### src/ovr_pkg.sv
// Package with constants, register map and carrier types of the over-range detector.
package ovr_pkg;

	// Channel count of the widest variant and sample widths.
	localparam int OVR_MAX_CH = 4;
	localparam int OVR_CODE_W = 9;
	localparam int OVR_MAG_W = 8;
	localparam int OVR_HOLD_SEL_W = 3;
	localparam int OVR_CNT_W = 11;

	// Hold length at setting 0, in sample-clock cycles; each step doubles it.
	localparam logic [OVR_CNT_W-1:0] OVR_HOLD_BASE = 11'h008;

	// Largest magnitude; the most negative code saturates to it.
	localparam logic [OVR_MAG_W-1:0] OVR_MAG_MAX = 8'hff;
	localparam logic [OVR_CODE_W-1:0] OVR_CODE_MIN = 9'h100;

	// Register byte offsets on the bus.
	localparam int OVR_ADDR_W = 8;
	localparam logic [OVR_ADDR_W-1:0] OVR_ADDR_CTRL = 8'h00;
	localparam logic [OVR_ADDR_W-1:0] OVR_ADDR_THRESH = 8'h04;
	localparam logic [OVR_ADDR_W-1:0] OVR_ADDR_STATUS = 8'h08;
	localparam logic [OVR_ADDR_W-1:0] OVR_ADDR_MASK = 8'h0c;
	localparam logic [OVR_ADDR_W-1:0] OVR_ADDR_FLAGS = 8'h10;

	// Control register field positions.
	localparam int OVR_CTRL_ON_BIT = 0;
	localparam int OVR_CTRL_HOLD_LSB = 1;
	localparam int OVR_CTRL_REFC_BIT = 4;
	localparam int OVR_CTRL_REFD_BIT = 5;

	// Reset values.
	localparam logic [5:0] OVR_CTRL_RST = 6'h00;
	localparam logic [OVR_MAG_W-1:0] OVR_THRESH_RST = 8'hff;
	localparam logic [OVR_MAX_CH-1:0] OVR_MASK_RST = 4'h0;

	// Half period of the reference clock on the shared pins, in bus-clock cycles.
	localparam int OVR_REFCLK_HALF = 2;

	// AHB transfer type bit that marks NONSEQ or SEQ.
	localparam int OVR_HTRANS_ACTIVE_BIT = 1;

	// One converter sample with its valid strobe.
	typedef struct packed
	{
		logic valid;
		logic [OVR_CODE_W-1:0] code;
	} ovr_sample_s;

endpackage

### src/ovr_top.sv
// AHB-Lite over-range detector: per-channel flag pins, shared settings, interrupt.
//
// Behaviour
// - Each 9-bit sample yields an 8-bit magnitude compared against the threshold.
// - Magnitude is absolute value; -256 saturates to 255.
// - Magnitude at or above threshold sets the channel flag; below it the flag falls only once the hold runs out.
// - Detection runs only while the enable bit is 1.
// - One threshold serves all channels.
// - Four-channel variant drives A, B, C, D on four flag pins in order.
// - Two-channel variant drives A and B on the first two flag pins.
// - Single-channel variant drives only the first flag pin.
// - Flag holds 8 shifted by the 3-bit setting cycles after the last event.
// - Samples are signed two's complement codes.
// - Reference clock function wins over the flag on the third pin, and on the fourth pin only when the third also carries it.
//
// The placing of the registers and the AHB-Lite register port are this design's own decisions.
module ovr_top
	import ovr_pkg::*;
#(
	parameter int NUM_CH = 4,
	parameter int REFCLK_HALF = OVR_REFCLK_HALF
)
(
	input wire logic hclk,
	input wire logic hresetn,
	input wire logic hsel,
	input wire logic [31:0] haddr,
	input wire logic [1:0] htrans,
	input wire logic hwrite,
	input wire logic [2:0] hsize,
	input wire logic [31:0] hwdata,
	input wire logic hready,
	output logic hreadyout,
	output logic hresp,
	output logic [31:0] hrdata,
	input wire ovr_pkg::ovr_sample_s [ovr_pkg::OVR_MAX_CH-1:0] sample_in,
	output logic flag_out_a,
	output logic flag_out_b,
	output logic flag_out_c,
	output logic flag_out_d,
	output logic irq
);
	// Samples arrive from converter logic on this same clock, so no synchroniser.

	// Register state.
	logic overrange_detect_on_q, overrange_detect_on_d;
	logic [OVR_HOLD_SEL_W-1:0] overrange_hold_select_q, overrange_hold_select_d;
	logic refclk_out_c_function_q, refclk_out_c_function_d;
	logic refclk_out_d_function_q, refclk_out_d_function_d;
	logic [OVR_MAG_W-1:0] overrange_threshold_q, overrange_threshold_d;
	logic [OVR_MAX_CH-1:0] status_q, status_d;
	logic [OVR_MAX_CH-1:0] mask_q, mask_d;

	// Bus state.
	logic wr_pend_q, wr_pend_d;
	logic [OVR_ADDR_W-1:0] wr_addr_q, wr_addr_d;
	logic [31:0] hrdata_q, hrdata_d;
	logic irq_q, irq_d;
	logic ready_q, ready_d;
	logic resp_q, resp_d;

	// Pin state.
	logic [OVR_MAX_CH-1:0] pins_q, pins_d;
	logic [3:0] div_cnt_q, div_cnt_d;
	logic refclk_q, refclk_d;

	// Channel outputs.
	logic [OVR_MAX_CH-1:0] ch_flag;
	logic [OVR_MAX_CH-1:0] ch_hit;

	logic accept;
	logic rd_status;
	logic [OVR_ADDR_W-1:0] addr;
	logic [5:0] ctrl_word;

	// Channels that exist in this variant get a detector; the rest stay silent.
	for (genvar i = 0; i < OVR_MAX_CH; i++)
	begin : g_ch
		if (i < NUM_CH)
		begin : g_live
			ovr_chan u_chan
			(
				.hclk(hclk),
				.hresetn(hresetn),
				.sample(sample_in[i]),
				.detect_on(overrange_detect_on_q),
				.threshold(overrange_threshold_q),
				.hold_select(overrange_hold_select_q),
				.flag(ch_flag[i]),
				.hit(ch_hit[i])
			);
		end
		else
		begin : g_dead
			assign ch_flag[i] = 1'b0;
			assign ch_hit[i] = 1'b0;
		end
	end

	// Address phase decode; only the low address bits select a register.
	// Transfer size is ignored: every register is one whole word.
	assign accept = hsel && htrans[OVR_HTRANS_ACTIVE_BIT] && hready;
	assign addr = {haddr[OVR_ADDR_W-1:2], 2'b00};
	assign rd_status = accept && !hwrite && addr == OVR_ADDR_STATUS;
	assign ctrl_word = {refclk_out_d_function_q, refclk_out_c_function_q,
		overrange_hold_select_q, overrange_detect_on_q};

	// Bus slave: reads answer from a register loaded in the address phase,
	// writes land in the data phase when hwdata is valid.
	always_comb
	begin
		wr_pend_d = accept && hwrite;
		wr_addr_d = accept ? addr : wr_addr_q;
		hrdata_d = hrdata_q;
		ready_d = 1'b1; // No wait states: every register answers in one cycle.
		resp_d = 1'b0; // Unmapped accesses are harmless, so there is no error response.
		if (accept && !hwrite)
		begin
			case (addr)
				OVR_ADDR_CTRL: hrdata_d = {26'h0, ctrl_word};
				OVR_ADDR_THRESH: hrdata_d = {24'h0, overrange_threshold_q};
				OVR_ADDR_STATUS: hrdata_d = {28'h0, status_q};
				OVR_ADDR_MASK: hrdata_d = {28'h0, mask_q};
				OVR_ADDR_FLAGS: hrdata_d = {28'h0, ch_flag};
				default: hrdata_d = 32'h0;
			endcase
		end
	end

	// Settings registers take the write data one cycle after the address phase.
	always_comb
	begin
		overrange_detect_on_d = overrange_detect_on_q;
		overrange_hold_select_d = overrange_hold_select_q;
		refclk_out_c_function_d = refclk_out_c_function_q;
		refclk_out_d_function_d = refclk_out_d_function_q;
		overrange_threshold_d = overrange_threshold_q;
		mask_d = mask_q;
		if (wr_pend_q)
		begin
			case (wr_addr_q)
				OVR_ADDR_CTRL:
				begin
					overrange_detect_on_d = hwdata[OVR_CTRL_ON_BIT];
					overrange_hold_select_d =
						hwdata[OVR_CTRL_HOLD_LSB +: OVR_HOLD_SEL_W];
					refclk_out_c_function_d = hwdata[OVR_CTRL_REFC_BIT];
					refclk_out_d_function_d = hwdata[OVR_CTRL_REFD_BIT];
				end
				OVR_ADDR_THRESH: overrange_threshold_d = hwdata[OVR_MAG_W-1:0];
				OVR_ADDR_MASK: mask_d = hwdata[OVR_MAX_CH-1:0];
				default: mask_d = mask_q;
			endcase
		end
	end

	// Sticky events; a read clears them, but a hit in the same cycle survives.
	always_comb
	begin
		status_d = status_q;
		if (rd_status)
			status_d = '0;
		status_d = status_d | ch_hit;
		irq_d = |(status_q & mask_q);
	end

	// Free-running reference clock that the third and fourth pins may carry.
	always_comb
	begin
		div_cnt_d = div_cnt_q + 4'h1;
		refclk_d = refclk_q;
		if (div_cnt_q == 4'(REFCLK_HALF - 1))
		begin
			div_cnt_d = 4'h0;
			refclk_d = !refclk_q;
		end
	end

	// Pin mux; the fourth pin's clock needs the third pin's clock enabled too.
	// Registering the pins adds one cycle but keeps the outputs glitch free.
	always_comb
	begin
		pins_d[0] = ch_flag[0];
		pins_d[1] = ch_flag[1];
		pins_d[2] = refclk_out_c_function_q ? refclk_q : ch_flag[2];
		pins_d[3] = (refclk_out_c_function_q && refclk_out_d_function_q) ?
			refclk_q : ch_flag[3];
	end

	always_ff @(posedge hclk or negedge hresetn)
	begin
		if (!hresetn)
		begin
			overrange_detect_on_q <= OVR_CTRL_RST[OVR_CTRL_ON_BIT];
			overrange_hold_select_q <= OVR_CTRL_RST[OVR_CTRL_HOLD_LSB +: OVR_HOLD_SEL_W];
			refclk_out_c_function_q <= OVR_CTRL_RST[OVR_CTRL_REFC_BIT];
			refclk_out_d_function_q <= OVR_CTRL_RST[OVR_CTRL_REFD_BIT];
			overrange_threshold_q <= OVR_THRESH_RST;
			status_q <= '0;
			mask_q <= OVR_MASK_RST;
			wr_pend_q <= 1'b0;
			wr_addr_q <= '0;
			hrdata_q <= 32'h0;
			irq_q <= 1'b0;
			ready_q <= 1'b1;
			resp_q <= 1'b0;
			pins_q <= '0;
			div_cnt_q <= 4'h0;
			refclk_q <= 1'b0;
		end
		else
		begin
			overrange_detect_on_q <= overrange_detect_on_d;
			overrange_hold_select_q <= overrange_hold_select_d;
			refclk_out_c_function_q <= refclk_out_c_function_d;
			refclk_out_d_function_q <= refclk_out_d_function_d;
			overrange_threshold_q <= overrange_threshold_d;
			status_q <= status_d;
			mask_q <= mask_d;
			wr_pend_q <= wr_pend_d;
			wr_addr_q <= wr_addr_d;
			hrdata_q <= hrdata_d;
			irq_q <= irq_d;
			ready_q <= ready_d;
			resp_q <= resp_d;
			pins_q <= pins_d;
			div_cnt_q <= div_cnt_d;
			refclk_q <= refclk_d;
		end
	end

	// The slave never stalls and never errors; both still leave from flops like every output.
	assign hreadyout = ready_q;
	assign hresp = resp_q;
	assign hrdata = hrdata_q;
	assign irq = irq_q;
	assign flag_out_a = pins_q[0];
	assign flag_out_b = pins_q[1];
	assign flag_out_c = pins_q[2];
	assign flag_out_d = pins_q[3];
endmodule

### src/ovr_chan.sv
// One channel of the over-range detector: magnitude, compare and hold counter.
module ovr_chan
	import ovr_pkg::*;
(
	input wire logic hclk,
	input wire logic hresetn,
	input wire ovr_pkg::ovr_sample_s sample,
	input wire logic detect_on,
	input wire logic [ovr_pkg::OVR_MAG_W-1:0] threshold,
	input wire logic [ovr_pkg::OVR_HOLD_SEL_W-1:0] hold_select,
	output logic flag,
	output logic hit
);
	logic [OVR_MAG_W-1:0] mag;
	logic [OVR_CODE_W-1:0] neg;
	logic [OVR_CNT_W-1:0] hold_len;
	logic [OVR_CNT_W-1:0] cnt_q, cnt_d;
	logic flag_q, flag_d;

	// Signed code to magnitude; the lone code without a positive twin saturates.
	always_comb
	begin
		neg = 9'h000 - sample.code;
		if (sample.code == OVR_CODE_MIN)
			mag = OVR_MAG_MAX;
		else if (sample.code[OVR_CODE_W-1])
			mag = neg[OVR_MAG_W-1:0];
		else
			mag = sample.code[OVR_MAG_W-1:0];
	end

	// A hit needs a valid sample, detection on and magnitude at or above threshold.
	assign hit = sample.valid && detect_on && (mag >= threshold);
	assign hold_len = OVR_HOLD_BASE << hold_select;

	// Every hit restarts the window, so the flag counts from the latest event.
	always_comb
	begin
		cnt_d = cnt_q;
		flag_d = flag_q;
		if (!detect_on)
		begin
			cnt_d = '0;
			flag_d = 1'b0;
		end
		else if (hit)
		begin
			cnt_d = hold_len - 11'h001;
			flag_d = 1'b1;
		end
		else if (cnt_q != '0)
		begin
			cnt_d = cnt_q - 11'h001;
			flag_d = 1'b1;
		end
		else
			flag_d = 1'b0;
	end

	always_ff @(posedge hclk or negedge hresetn)
	begin
		if (!hresetn)
		begin
			cnt_q <= '0;
			flag_q <= 1'b0;
		end
		else
		begin
			cnt_q <= cnt_d;
			flag_q <= flag_d;
		end
	end

	assign flag = flag_q;
endmodule

### config.mk
export PLATFORM = sky130hd
export DESIGN_NAME = ovr_top
export DESIGN_NICKNAME = d
export VERILOG_FILES = /design/src/ovr_pkg.sv /design/src/ovr_top.sv /design/src/ovr_chan.sv
export SDC_FILE = /design/constraint.sdc
export NUM_CORES = 1
export LEC_CHECK = 0
export BUFFER_PORTS_ARGS = -buffer_cell sky130_fd_sc_hd__buf_2
export CORE_MARGIN = 2
export CORE_UTILIZATION = 60
export DETAILED_ROUTE_END_ITERATION = 6
export GPL_TIMING_DRIVEN = 0
export HOLD_SLACK_MARGIN = 0.15
export PLACE_DENSITY = 0.95
export SYNTH_ARGS = -nofsm -noshare
export SYNTH_HDL_FRONTEND = slang
export SYNTH_HIERARCHICAL = 1
export SYNTH_SLANG_ARGS = --single-unit
### constraint.sdc
create_clock -name hclk -period 9.7 [get_ports hclk]
set_clock_uncertainty 0.15 [all_clocks]
set_input_delay 0 -clock hclk [delete_from_list [all_inputs] [get_ports hclk]]
set_output_delay 0 -clock hclk [all_outputs]
set_load 0.05 [all_outputs]
==> results.cfg, run 1 <==
[global_route]
antenna_found_initial = 0
grtUsageMet1_pct = 36.5
via_count_of_the_first_global_routing_pass = 6150
overflow = 0
grt_first_pass_wirelength_um = 29000
groute.layer.met3.usage_pct = 5.80
grt_usage_pct = 28.5
busiest_layer = met2
grtUsageMet2_pct = 48.7
grt_max_degree = 63

[floorplan]
row_count = 39
die-height_um = 111
initial_core_util_pct = 61.0
io_pins = 153
die_w_um = 111
die_area_um2 = 12400
core_footprint_um2 = 11300

[worst_setup_path]
cp_data_arrival_time_ns = 4.37
crit_chain = buf_2 > inv_1 > ha_1 > nand2b_1 > nor4_1 > nand3_1 > o211ai_1 > ha_1 > nor2b_1 > o211a_1 > o31a_1 > nor2_1 > nand2_1 > ha_1 > clkbuf_1 > nor3_1 > o21ai_0 > a41oi_1
worst_path_largest_cell_delay_ns = 0.61
crit_path_top_delay_cell = sky130_fd_sc_hd__nor2_1
crit-reg2reg-capture = g_ch[3].g_live.u_chan/cnt_q[6]$_DFFE_PN0P_
worstSetupEndpointType = flip-flop
setup.worst_path.start_class = input pin
r2r_setup_slack_ns = 5.82
r2r.worst_path.cells = 12
timing.setup.critical_path_class = input pin to flip-flop
critical_path.reg2reg.startpoint = overrange_threshold_q[1]$_DFFE_PN1P_
path_common_cell = sky130_fd_sc_hd__ha_1
critical_path_required_ns = 9.80
timing.critical_path.fanout_max = 10

[drt]
dr_total_vias = 6473
number_of_remaining_drc_errors = 0
drt_first_iter_violations = 600
routed_wl_um = 17500
antenna_violation_net_count_after_detailed_routing = 0
detailedRoute.firstPassIterationCount = 5
wire_per_inst_um = 16.4
route.detailed.vias_per_inst = 6.04

[power]
clkPwrFrac_pct = 21.9
p_leak_nw = 4.02
power.sequential.fraction_pct = 32.8
power_report.internal_total_mw = 1.01
netSwitchingPower_mw = 0.670
pwr-share-comb_pct = 45.3
finalPower_mw = 1.68
ir_worst_vdd_mv = 0.157
power-per-cell-area_nw_per_um2 = 206
power_switching_share_pct = 39.8

[clocking]
htree_depth = 3
buffers_inserted_by_post_cts_timing_repair = 0
tritoncts = built
worstSkewPairLatency_ns = 0.34
sinks_on_the_clock_net = 95
cts_made_buffers = 9
worst_setup_hold_path_clk_slew_ns = 0.06
cts_buffer_depth = 2
root_buffer = sky130_fd_sc_hd__clkbuf_16

[sta]
finalSetupTns_ns = 0
rsz0062_at_grt = false
min_period_ns = 4.27
worst_pin_slew_ns = 1.17
setup_violations = 0
setup_ws_ns = 5.43
timing.final.hold_violations = 0
tcrit_tclk_final_pct = 44.0
max_slew_margin_pct = 22.1
timing_max_transition_violations_final = 0
clock.fmax_mhz = 234

[hold_path]
worstHoldPathType = input pin to flip-flop
min-delay-start = sample_in[19]
min_delay_path_depth = 4
hold-path-endpoint = g_ch[1].g_live.u_chan/cnt_q[7]$_DFFE_PN0P_

[layout]
layout.core_utilization_pct = 72.2
design.final.nets = 1077
final.fill_count = 814
final_cell_count_without_fillers = 1071
num_antenna_cells = 0
ratio_of_cells_with_drive_above_1_in_the_final_layout_pct = 20.4
syn_to_final_growth_pct = 18.2

[yosys]
synth_top_cell_area_share_pct = 31.5
netlist-cell-type-count = 52
yosys.area.top_type = sky130_fd_sc_hd__dfrtp_1
synth.area.top_cells = sky130_fd_sc_hd__dfrtp_1 (32%), sky130_fd_sc_hd__ha_1 (7.2%), sky130_fd_sc_hd__mux2_2 (5.5%), sky130_fd_sc_hd__nand2_1 (5.4%), sky130_fd_sc_hd__xor2_1 (3.2%)
ys_dominant_reg_cell = sky130_fd_sc_hd__dfrtp_1
synth.yosys.seq_area_share_pct = 34.5
synthesis.yosys.warnings = 6
post_synth_instance_area_um2 = 6910
avgSynthCellArea_um2 = 8.77
ys_ff_latch = 95
number_of_flops_mapped_to_enable_cells_by_yosys = 0
async_reset_ff_share_pct = 100
synthCells = 788

[status]
status = completed

[placed_design]
dpl.hpwl_um = 12200
place.port_buffers = 72
gp_congestion = 0.911
numPlacedInstances = 1028
post-place-ws_ns = 5.20

[run]
max_cap_viol_count = 0
## registers in the layout (all words and copies together) (netlist names), 4 cells and up
| signal | count |
|---|---|
| g_ch.g_live.u_chan/cnt_q | 44 |
| hrdata | 8 |
| pins_q | 4 |
| overrange_threshold_q | 8 |
| status_q | 4 |
| g_ch.g_live.u_chan/flag | 4 |
| wr_addr_q | 6 |
| mask_q | 4 |
| div_cnt_q | 4 |
## cell usage in the layout, fill, tap and decap left out, types with 18 or more instances in the layout
master	instances
sky130_fd_sc_hd__mux2_2	34
sky130_fd_sc_hd__conb_1	26
sky130_fd_sc_hd__a21oi_1	24
sky130_fd_sc_hd__nor2b_1	21
sky130_fd_sc_hd__a31oi_1	20
sky130_fd_sc_hd__buf_2	75
sky130_fd_sc_hd__nand3_1	27
sky130_fd_sc_hd__xor2_1	25
sky130_fd_sc_hd__dlygate4sd3_1	26
sky130_fd_sc_hd__o21ai_0	35
sky130_fd_sc_hd__nand2_1	100
sky130_fd_sc_hd__ha_1	40
sky130_fd_sc_hd__nor2_1	51
sky130_fd_sc_hd__o31ai_1	18
sky130_fd_sc_hd__buf_4	27
sky130_fd_sc_hd__inv_1	58
sky130_fd_sc_hd__dfrtp_1	87
sky130_fd_sc_hd__clkbuf_1	19
## final cells by class
cell class                      count  area (um2)  area share, %
Buffer                             53         302           3.69
Timing Repair Buffer              100         671           8.21
Multi-Input combinational cell    606        4090           50.1
Clock buffer                       12         267           3.26
Tap cell                          143         179           2.19
Clock inverter                      4        52.6          0.643
Sequential cell                    95        2390           29.2
Inverter                           58         218           2.67
## per-stage QoR
step           cell area, um2  hold WS [ns]
2_1_floorplan            7000        -0.446
3_3_place_gp             7540        0.0809
3_5_place_dp             7570        -0.160
4_1_cts                  8170         0.207
5_1_grt                  8170         0.259
6_report                 8170         0.225
## worst max-delay path: cells and delay by family
family	cells	cell delay (ns)
and+or+nand+nor	7	2.06
AOI/OAI and AO/OA	5	1.14
adders and majority gates	3	0.76
buffers and inverters	3	0.43
## synth_stat cells (all sizes together) (2+ instances only)
cell type,number
and4,4
a21oi,28
nand3b,4
nor4b,2
xnor2,10
or4,8
ha,40
o31ai,22
nor2b,21
a41oi,4
a311oi,4
nand4b,6
and3,4
a22oi,10
nand4,16
mux2,34
buf,34
o21a,4
nor4,21
a221oi,4
o211a,4
o31a,4
or3,4
nand3,27
nor2,51
a32oi,4
o211ai,8
nor3,15
inv,58
nand2,104
clkbuf,19
xor2,25
a31oi,20
mux2i,2
a21o,4
dfstp,8
dfrtp,87
a211oi,16
o21ai,35
conb,2
nand2b,9
## how the worst max path moves through the flow
stage               slack [ns]  cells past startpoint           from                                           to
finish                    5.43                     18  sample_in[30]   g_ch[3].g_live.u_chan/cnt_q[6]$_DFFE_PN0P_
global route              4.99                     18  sample_in[31]  g_ch[3].g_live.u_chan/cnt_q[10]$_DFFE_PN0P_
CTS                       5.55                     18  sample_in[11]   g_ch[1].g_live.u_chan/cnt_q[4]$_DFFE_PN0P_
detailed placement        5.20                     18  sample_in[10]   g_ch[1].g_live.u_chan/cnt_q[4]$_DFFE_PN0P_
global placement          5.34                     18  sample_in[31]   g_ch[3].g_live.u_chan/cnt_q[6]$_DFFE_PN0P_
floorplan                 6.10                     15   sample_in[1]   g_ch[0].g_live.u_chan/cnt_q[2]$_DFFE_PN0P_
## power by group through the flow
stage	logic [mW]	registers, mW	clock network [mW]
detailed placement	0.727	0.554	0
global route	0.843	0.560	0.392
floorplan	0.564	0.555	0
finish	0.763	0.552	0.369
global placement	0.699	0.548	0
CTS	0.749	0.548	0.373
## routing by layer
layer / vias up / wire length (um) / share of wire (%)
met1: 3056 / 7110 / 41
met4: 0 / 463 / 2.6
met3: 48 / 1300 / 7.4
li1: 3066 / - / -
met5: - / 0 / 0
met2: 303 / 8670 / 49
## repair_timing
item / CTS / global route
hold buffers: 27 / 0
gates resized for setup: 0 / 0
setup endpoints to repair: 0 / 0
endpoints found under the hold margin: 127 / 0
## logic make-up after synthesis
kind of cell               synth area share [%]
and+or+nand+nor                            23.1
AOI/OAI and AO/OA                          17.2
buffers and inverters                      7.51
DFF                                        34.5
adders and majority gates                  7.24
muxes                                      5.83
xor gates and xnor gates                   4.44
other                                     0.109
(Power assumes the default switching activity.)
==> run 2, diff against run 1 <==
--- a/config.mk
+++ b/config.mk
@@ -7,11 +7,11 @@
 export LEC_CHECK = 0
 export BUFFER_PORTS_ARGS = -buffer_cell sky130_fd_sc_hd__buf_2
 export CORE_MARGIN = 2
-export CORE_UTILIZATION = 60
+export CORE_UTILIZATION = 50
 export DETAILED_ROUTE_END_ITERATION = 6
 export GPL_TIMING_DRIVEN = 0
 export HOLD_SLACK_MARGIN = 0.15
-export PLACE_DENSITY = 0.95
+export PLACE_DENSITY = 0.87
 export SYNTH_ARGS = -nofsm -noshare
 export SYNTH_HDL_FRONTEND = slang
 export SYNTH_HIERARCHICAL = 1
==> constraint.sdc (replaced) <==
create_clock -name hclk -period 3.4 [get_ports hclk]
set_clock_uncertainty 0.15 [all_clocks]
set_input_delay 0 -clock hclk [delete_from_list [all_inputs] [get_ports hclk]]
set_output_delay 0 -clock hclk [all_outputs]
set_load 0.05 [all_outputs]
==> run 2 against run 1 <==
  * Combinational power grew to 2.9 times the previous value
  * Clock-buffer cell count stayed put
  * Via count is 2.5% higher
  * Critical path depth stayed put
  * Core utilization is 7.8 points lower
  * Register-to-register slack worse by 5.7 ns
  * Worst setup slack worse by 5.4 ns
  * Final cell count is 5.7% higher
  * Largest cell class unchanged
==> results.cfg, run 2 (synthesis gave the netlist of run 1 again) <==
[status]
status = completed

[global_route]
via_count_of_the_first_global_routing_pass = 6227
grtUsageMet1_pct = 32.6
groute.layer.met3.usage_pct = 5.01
busiest_layer = met2
grt_first_pass_wirelength_um = 29800
grt_usage_pct = 25.4
grt_max_degree = 61
overflow = 0
antenna_found_initial = 0
grtUsageMet2_pct = 42.5

[worst_setup_path]
cp_data_arrival_time_ns = 3.44
worst_path_largest_cell_delay_ns = 0.44
crit_path_top_delay_cell = sky130_fd_sc_hd__nor4_4
crit_chain = buf_2 > inv_1 > ha_1 > nand2b_1 > nor4_4 > nand3_2 > o211ai_1 > ha_1 > nor2b_1 > o211a_1 > o31a_1 > nor2_4 > nand2_1 > ha_2 > clkbuf_4 > nor3_1 > o21ai_0 > a41oi_1
timing.setup.critical_path_class = input pin to flip-flop
timing.critical_path.fanout_max = 10
worstSetupEndpointType = flip-flop
path_common_cell = sky130_fd_sc_hd__ha_1
critPathTopFamily = simple AND/OR/NAND/NOR gates
setup.worst_path.start_class = input pin
buffers_and_inverters_on_the_worst_path = 3
critical_path_required_ns = 3.52

[layout]
syn_to_final_growth_pct = 24.4
registers.top_by_ff_count = g_ch.g_live.u_chan/cnt_q
ratio_of_cells_with_drive_above_1_in_the_final_layout_pct = 25.7
final_common_cell = sky130_fd_sc_hd__nand2_1
design.final.nets = 1105
final.fill_count = 1054
layout.core_utilization_pct = 64.4
num_antenna_cells = 0
largest_reg_flops = 44
layout.cells.most_common_list = sky130_fd_sc_hd__nand2_1 (100), sky130_fd_sc_hd__dfrtp_1 (87), sky130_fd_sc_hd__buf_2 (76)

[placed_design]
place.port_buffers = 72
dpl.hpwl_um = 12300
gp_congestion = 0.881

[sta]
setup_violations = 0
hold_worst_slack_ns = 0.204
finalSetupTns_ns = 0
worst_pin_slew_ns = 1.15
timing.final.hold_violations = 0
min_period_ns = 3.32
clock.fmax_mhz = 301
max_slew_margin_pct = 23.3
timing_max_transition_violations_final = 0
tcrit_tclk_final_pct = 97.7

[floorplan]
die_area_um2 = 14800
initial_core_util_pct = 51.8
row_count = 42
die_w_um = 122
core_footprint_um2 = 13300
io_pins = 153
die-height_um = 122

[drt]
number_of_remaining_drc_errors = 0
routed_wl_um = 18900
dr_total_vias = 6638
detailedRoute.firstPassIterationCount = 5
route.detailed.vias_per_inst = 5.86
wire_per_inst_um = 16.7
antenna_violation_net_count_after_detailed_routing = 0
drt_first_iter_violations = 481

[clocking]
sinks_on_the_clock_net = 95
cts_made_buffers = 9
root_buffer = sky130_fd_sc_hd__clkbuf_16
tritoncts = built
cts_buffer_depth = 2
htree_depth = 3
worst_setup_hold_path_clk_slew_ns = 0.06
worstSkewPairLatency_ns = 0.35

[power]
finalPower_mw = 4.88
p_leak_nw = 4.19
power-per-cell-area_nw_per_um2 = 568
ir_worst_vdd_mv = 0.311

[hold_path]
worstHoldPathType = input pin to flip-flop

[run]
max_cap_viol_count = 0
-- run 2: cell types whose count changed in the layout (fill, tap and decap cells not counted), sizes merged --
cell	previous run	this run
buf	108	137
clkinv	3	1
clkinvlp	0	2
clkbuf	31	30
-- run 2: layout make-up --
class	instances	area (um2)	area share [%]
Multi-Input combinational cell	606	4250	49.4
Sequential cell	95	2390	27.8
Timing Repair Buffer	128	893	10.4
Buffer	53	319	3.71
Clock buffer	12	256	2.98
Tap cell	176	220	2.56
Inverter	58	218	2.53
Clock inverter	4	53.8	0.626
-- run 2: worst min-delay path, stage by stage --
cell and delay, ns:
sky130_fd_sc_hd__buf_2 0.09, sky130_fd_sc_hd__nand2_1 0.07, sky130_fd_sc_hd__nor2b_1 0.10, sky130_fd_sc_hd__clkbuf_2 0.20, sky130_fd_sc_hd__or4_4 0.15, sky130_fd_sc_hd__a21oi_2 0.04
-- run 2: per-stage QoR --
stage / setup WS [ns] / cell area, um2 / cells
after floorplan: 0.0844 / 7040 / 812
after global placement: -0.509 / 7620 / 1060
after detailed placement: -0.697 / 7650 / 1061
after CTS: 0.0123 / 8330 / 1109
after global routing: -0.183 / 8590 / 1132
final: 0.0784 / 8590 / 1132
-- run 2: timing repair --
action | CTS | global route
pin swaps | 4 | 19
gates resized for setup | 9 | 38
hold buffers | 27 | 0
setup buffers | 5 | 23
endpoints found under the hold margin | 125 | 0
setup endpoints to repair | 20 | 20
-- run 2: worst paths after layout --
path                       slack [ns]  cells past startpoint                            startpoint                                    endpoint
hold reg to reg                  0.25                      0  g_ch[0].g_live.u_chan/flag$_DFF_PN0_                         pins_q[0]$_DFF_PN0_
setup / recovery                 0.08                     18                          sample_in[0]  g_ch[0].g_live.u_chan/cnt_q[6]$_DFFE_PN0P_
max in group asynchronous        2.17                      4                               hresetn        overrange_threshold_q[2]$_DFFE_PN1P_
min in group asynchronous        0.58                      4                               hresetn  g_ch[3].g_live.u_chan/cnt_q[4]$_DFFE_PN0P_
hold / removal                   0.20                      6                          sample_in[9]  g_ch[0].g_live.u_chan/cnt_q[2]$_DFFE_PN0P_
setup reg to reg                 0.09                     13  overrange_threshold_q[1]$_DFFE_PN1P_  g_ch[0].g_live.u_chan/cnt_q[6]$_DFFE_PN0P_
-- run 2: power breakdown --
group	internal (mW)	total [mW]	switching [mW]
registers	1.33	1.58	0.248
clock network	0.612	1.05	0.440
logic	0.967	2.25	1.29
total	2.91	4.88	1.98
-- run 2: metal layers --
metal / part of all wire, % / wire, um
met1: 42 / 7880
met4: 3.5 / 654
met2: 48 / 9000
met5: 0 / 0
met3: 7.1 / 1330
==> run 3, diff against run 2 <==
--- a/config.mk
+++ b/config.mk
@@ -6,12 +6,12 @@
 export NUM_CORES = 1
 export LEC_CHECK = 0
 export BUFFER_PORTS_ARGS = -buffer_cell sky130_fd_sc_hd__buf_2
-export CORE_MARGIN = 2
 export CORE_UTILIZATION = 50
 export DETAILED_ROUTE_END_ITERATION = 6
 export GPL_TIMING_DRIVEN = 0
 export HOLD_SLACK_MARGIN = 0.15
 export PLACE_DENSITY = 0.87
+export RECOVER_POWER = 50
 export SYNTH_ARGS = -nofsm -noshare
 export SYNTH_HDL_FRONTEND = slang
 export SYNTH_HIERARCHICAL = 1
==> run 3 against run 2 <==
  * The run now ends with max-capacitance violations, max-slew violations left
  * Die area down 3.3%
  * Worst setup slack got worse by 0.0053 ns
  * Critical path depth shrank 6
  * Clock-buffer cell count down 3
  * Clock power increased by 19%
  * Core utilization barely moved
  * Fmax shrank 0.16%
  * Final cell count about the same
  * Routed wire length increased by 2.2%
  * Hold slack improved by 0.018 ns
  * First-iteration DRC count rose by 3.1%
  * Power rose by 4.3%
  * Largest power group unchanged
==> results.cfg, run 3 (synthesis gave the netlist of run 1 again) <==
[status]
status = finished, violations left
failed_checks = max-capacitance violations, max-slew violations

[sta]
timing_max_transition_violations_final = 68
setup_violations = 0
timing.final.hold_violations = 0
clock.fmax_mhz = 301
min_period_ns = 3.33
tcrit_tclk_final_pct = 97.9
worst_pin_slew_ns = 1.63
max_slew_margin_pct = -8.60

[clocking]
cts_buffer_depth = 2
htree_depth = 3
tritoncts = built
sinks_on_the_clock_net = 95
root_buffer = sky130_fd_sc_hd__clkbuf_16
worst_setup_hold_path_clk_slew_ns = 0.07
cts_made_buffers = 9
worstSkewPairLatency_ns = 0.35

[drt]
detailedRoute.firstPassIterationCount = 6
dr_total_vias = 6717
route.detailed.vias_per_inst = 5.94
routed_wl_um = 19300
drt_first_iter_violations = 496
wire_per_inst_um = 17.0
antenna_violation_net_count_after_detailed_routing = 0
number_of_remaining_drc_errors = 0

[worst_setup_path]
critPathCapture = g_ch[2].g_live.u_chan/cnt_q[6]$_DFFE_PN0P_
crit-reg2reg-capture = g_ch[2].g_live.u_chan/cnt_q[6]$_DFFE_PN0P_
crit_start = overrange_threshold_q[1]$_DFFE_PN1P_
cp_data_arrival_time_ns = 3.44
r2r_setup_slack_ns = 0.07
r2r.worst_path.cells = 12
timing.critical_path.fanout_max = 10
timing.setup.critical_path_class = flip-flop to flip-flop
critical_path_required_ns = 3.51
setup.worst_path.start_class = flip-flop
worstSetupEndpointType = flip-flop
critical_path.reg2reg.startpoint = overrange_threshold_q[1]$_DFFE_PN1P_

[hold_path]
worstHoldPathType = input pin to flip-flop
min_delay_path_depth = 6

[power]
finalPower_mw = 5.09
netSwitchingPower_mw = 2.01
power_switching_share_pct = 39.4
ir_worst_vdd_mv = 0.290
p_leak_nw = 4.14
power.sequential.fraction_pct = 31.1
pwr-share-comb_pct = 44.4
clkPwrFrac_pct = 24.5
power-per-cell-area_nw_per_um2 = 593
power_report.internal_total_mw = 3.09

[layout]
ratio_of_cells_with_drive_above_1_in_the_final_layout_pct = 24.1
registers.top_by_ff_count = g_ch.g_live.u_chan/cnt_q
final.fill_count = 1050
final_common_cell = sky130_fd_sc_hd__nand2_1
num_antenna_cells = 0
design.final.nets = 1104
layout.cells.most_common_list = sky130_fd_sc_hd__nand2_1 (100), sky130_fd_sc_hd__dfrtp_1 (87), sky130_fd_sc_hd__buf_2 (62)
largest_reg_flops = 44
final_design_area_no_fill_um2 = 8590
syn_to_final_growth_pct = 24.3

[placed_design]
gp_congestion = 0.888
place.port_buffers = 72
dpl.hpwl_um = 12200
place_area_um2 = 7650

[floorplan]
io_pins = 153
die_area_um2 = 14300
die-height_um = 120
die_w_um = 120
core_footprint_um2 = 13300
initial_core_util_pct = 51.8
row_count = 42

[global_route]
grt_first_pass_wirelength_um = 30500
grt_max_degree = 68
overflow = 0
grt_usage_pct = 26.7
antenna_found_initial = 0
via_count_of_the_first_global_routing_pass = 6486

[run]
max_cap_viol_count = 1
## run 3: critical path, stage by stage (launching register included)
cell                       delay, ns
sky130_fd_sc_hd__dfstp_2        0.69
sky130_fd_sc_hd__inv_1          0.08
sky130_fd_sc_hd__ha_1           0.33
sky130_fd_sc_hd__nor2b_1        0.15
sky130_fd_sc_hd__o211a_1        0.23
sky130_fd_sc_hd__o31a_1         0.39
sky130_fd_sc_hd__nor2_4         0.18
sky130_fd_sc_hd__nand2_1        0.07
sky130_fd_sc_hd__ha_2           0.22
sky130_fd_sc_hd__clkbuf_4       0.19
sky130_fd_sc_hd__nor3_1         0.21
sky130_fd_sc_hd__o21ai_0        0.12
sky130_fd_sc_hd__a41oi_1        0.22
## run 3: metrics by stage
step	cells	hold slack, ns	util [%]	worst slack [ns]	TNS [ns]
CTS	1111	0.193	63.0	0.00324	0
finish	1131	0.221	64.4	0.0731	0
detailed placement	1061	-0.199	57.3	-0.650	-10.36
floorplan	812	-0.446	-	0.0844	0
global placement	1060	0.0819	57.1	-0.534	-8.58
global route	1131	0.258	64.4	-0.0742	-0.326
## run 3: worst min path at each step
stage                        startpoint                                     endpoint
after floorplan                 hresetn                       div_cnt_q[0]$_DFF_PN0_
after global placement           hwrite                          wr_pend_q$_DFF_PN0_
after detailed placement        hresetn   g_ch[3].g_live.u_chan/cnt_q[4]$_DFFE_PN0P_
after CTS                 sample_in[19]  g_ch[1].g_live.u_chan/cnt_q[10]$_DFFE_PN0P_
after global routing      sample_in[29]  g_ch[2].g_live.u_chan/cnt_q[10]$_DFFE_PN0P_
final                     sample_in[39]   g_ch[3].g_live.u_chan/cnt_q[2]$_DFFE_PN0P_
## run 3: layout make-up
cell class              count  area [um2]  area share (%)
flip-flops and latches     95        2390            27.8
repair buffers            127         815            9.48
multi-input cells         606        4260            49.6
well taps                 176         220            2.56
clock buffers               9         225            2.62
clock inverters             7         144            1.67
inverters                  58         218            2.53
plain buffers              53         322            3.74
## run 3: repair_timing
| action | 4_1_cts | 5_1_grt |
|---|---|---|
| endpoints found under the setup margin | 20 | 19 |
| hold buffers | 27 | 0 |
| gates cloned | 0 | 0 |
| setup buffers | 7 | 20 |
| pin swaps | 4 | 17 |
| resized for setup | 9 | 47 |
| hold endpoints to repair | 132 | 0 |
## run 3: layer usage
layer / vias up / global-route usage (%) / share of wire (%)
li1: 3125 / - / -
met1: 3228 / 33.3 / 40
met3: 69 / 5.75 / 7.2
met5: - / 0 / 0
met4: 0 / 12.3 / 3.6
met2: 295 / 44.3 / 49
## run 3: power by group through the flow
stage          registers [mW]  logic, mW  clock network (mW)
2_1_floorplan            1.58       1.61                   0
4_1_cts                  1.57       2.16                1.26
6_report                 1.58       2.26                1.25
5_1_grt                  1.60       2.50                1.30
3_3_place_gp             1.57       2.00                   0
3_5_place_dp             1.58       2.08                   0
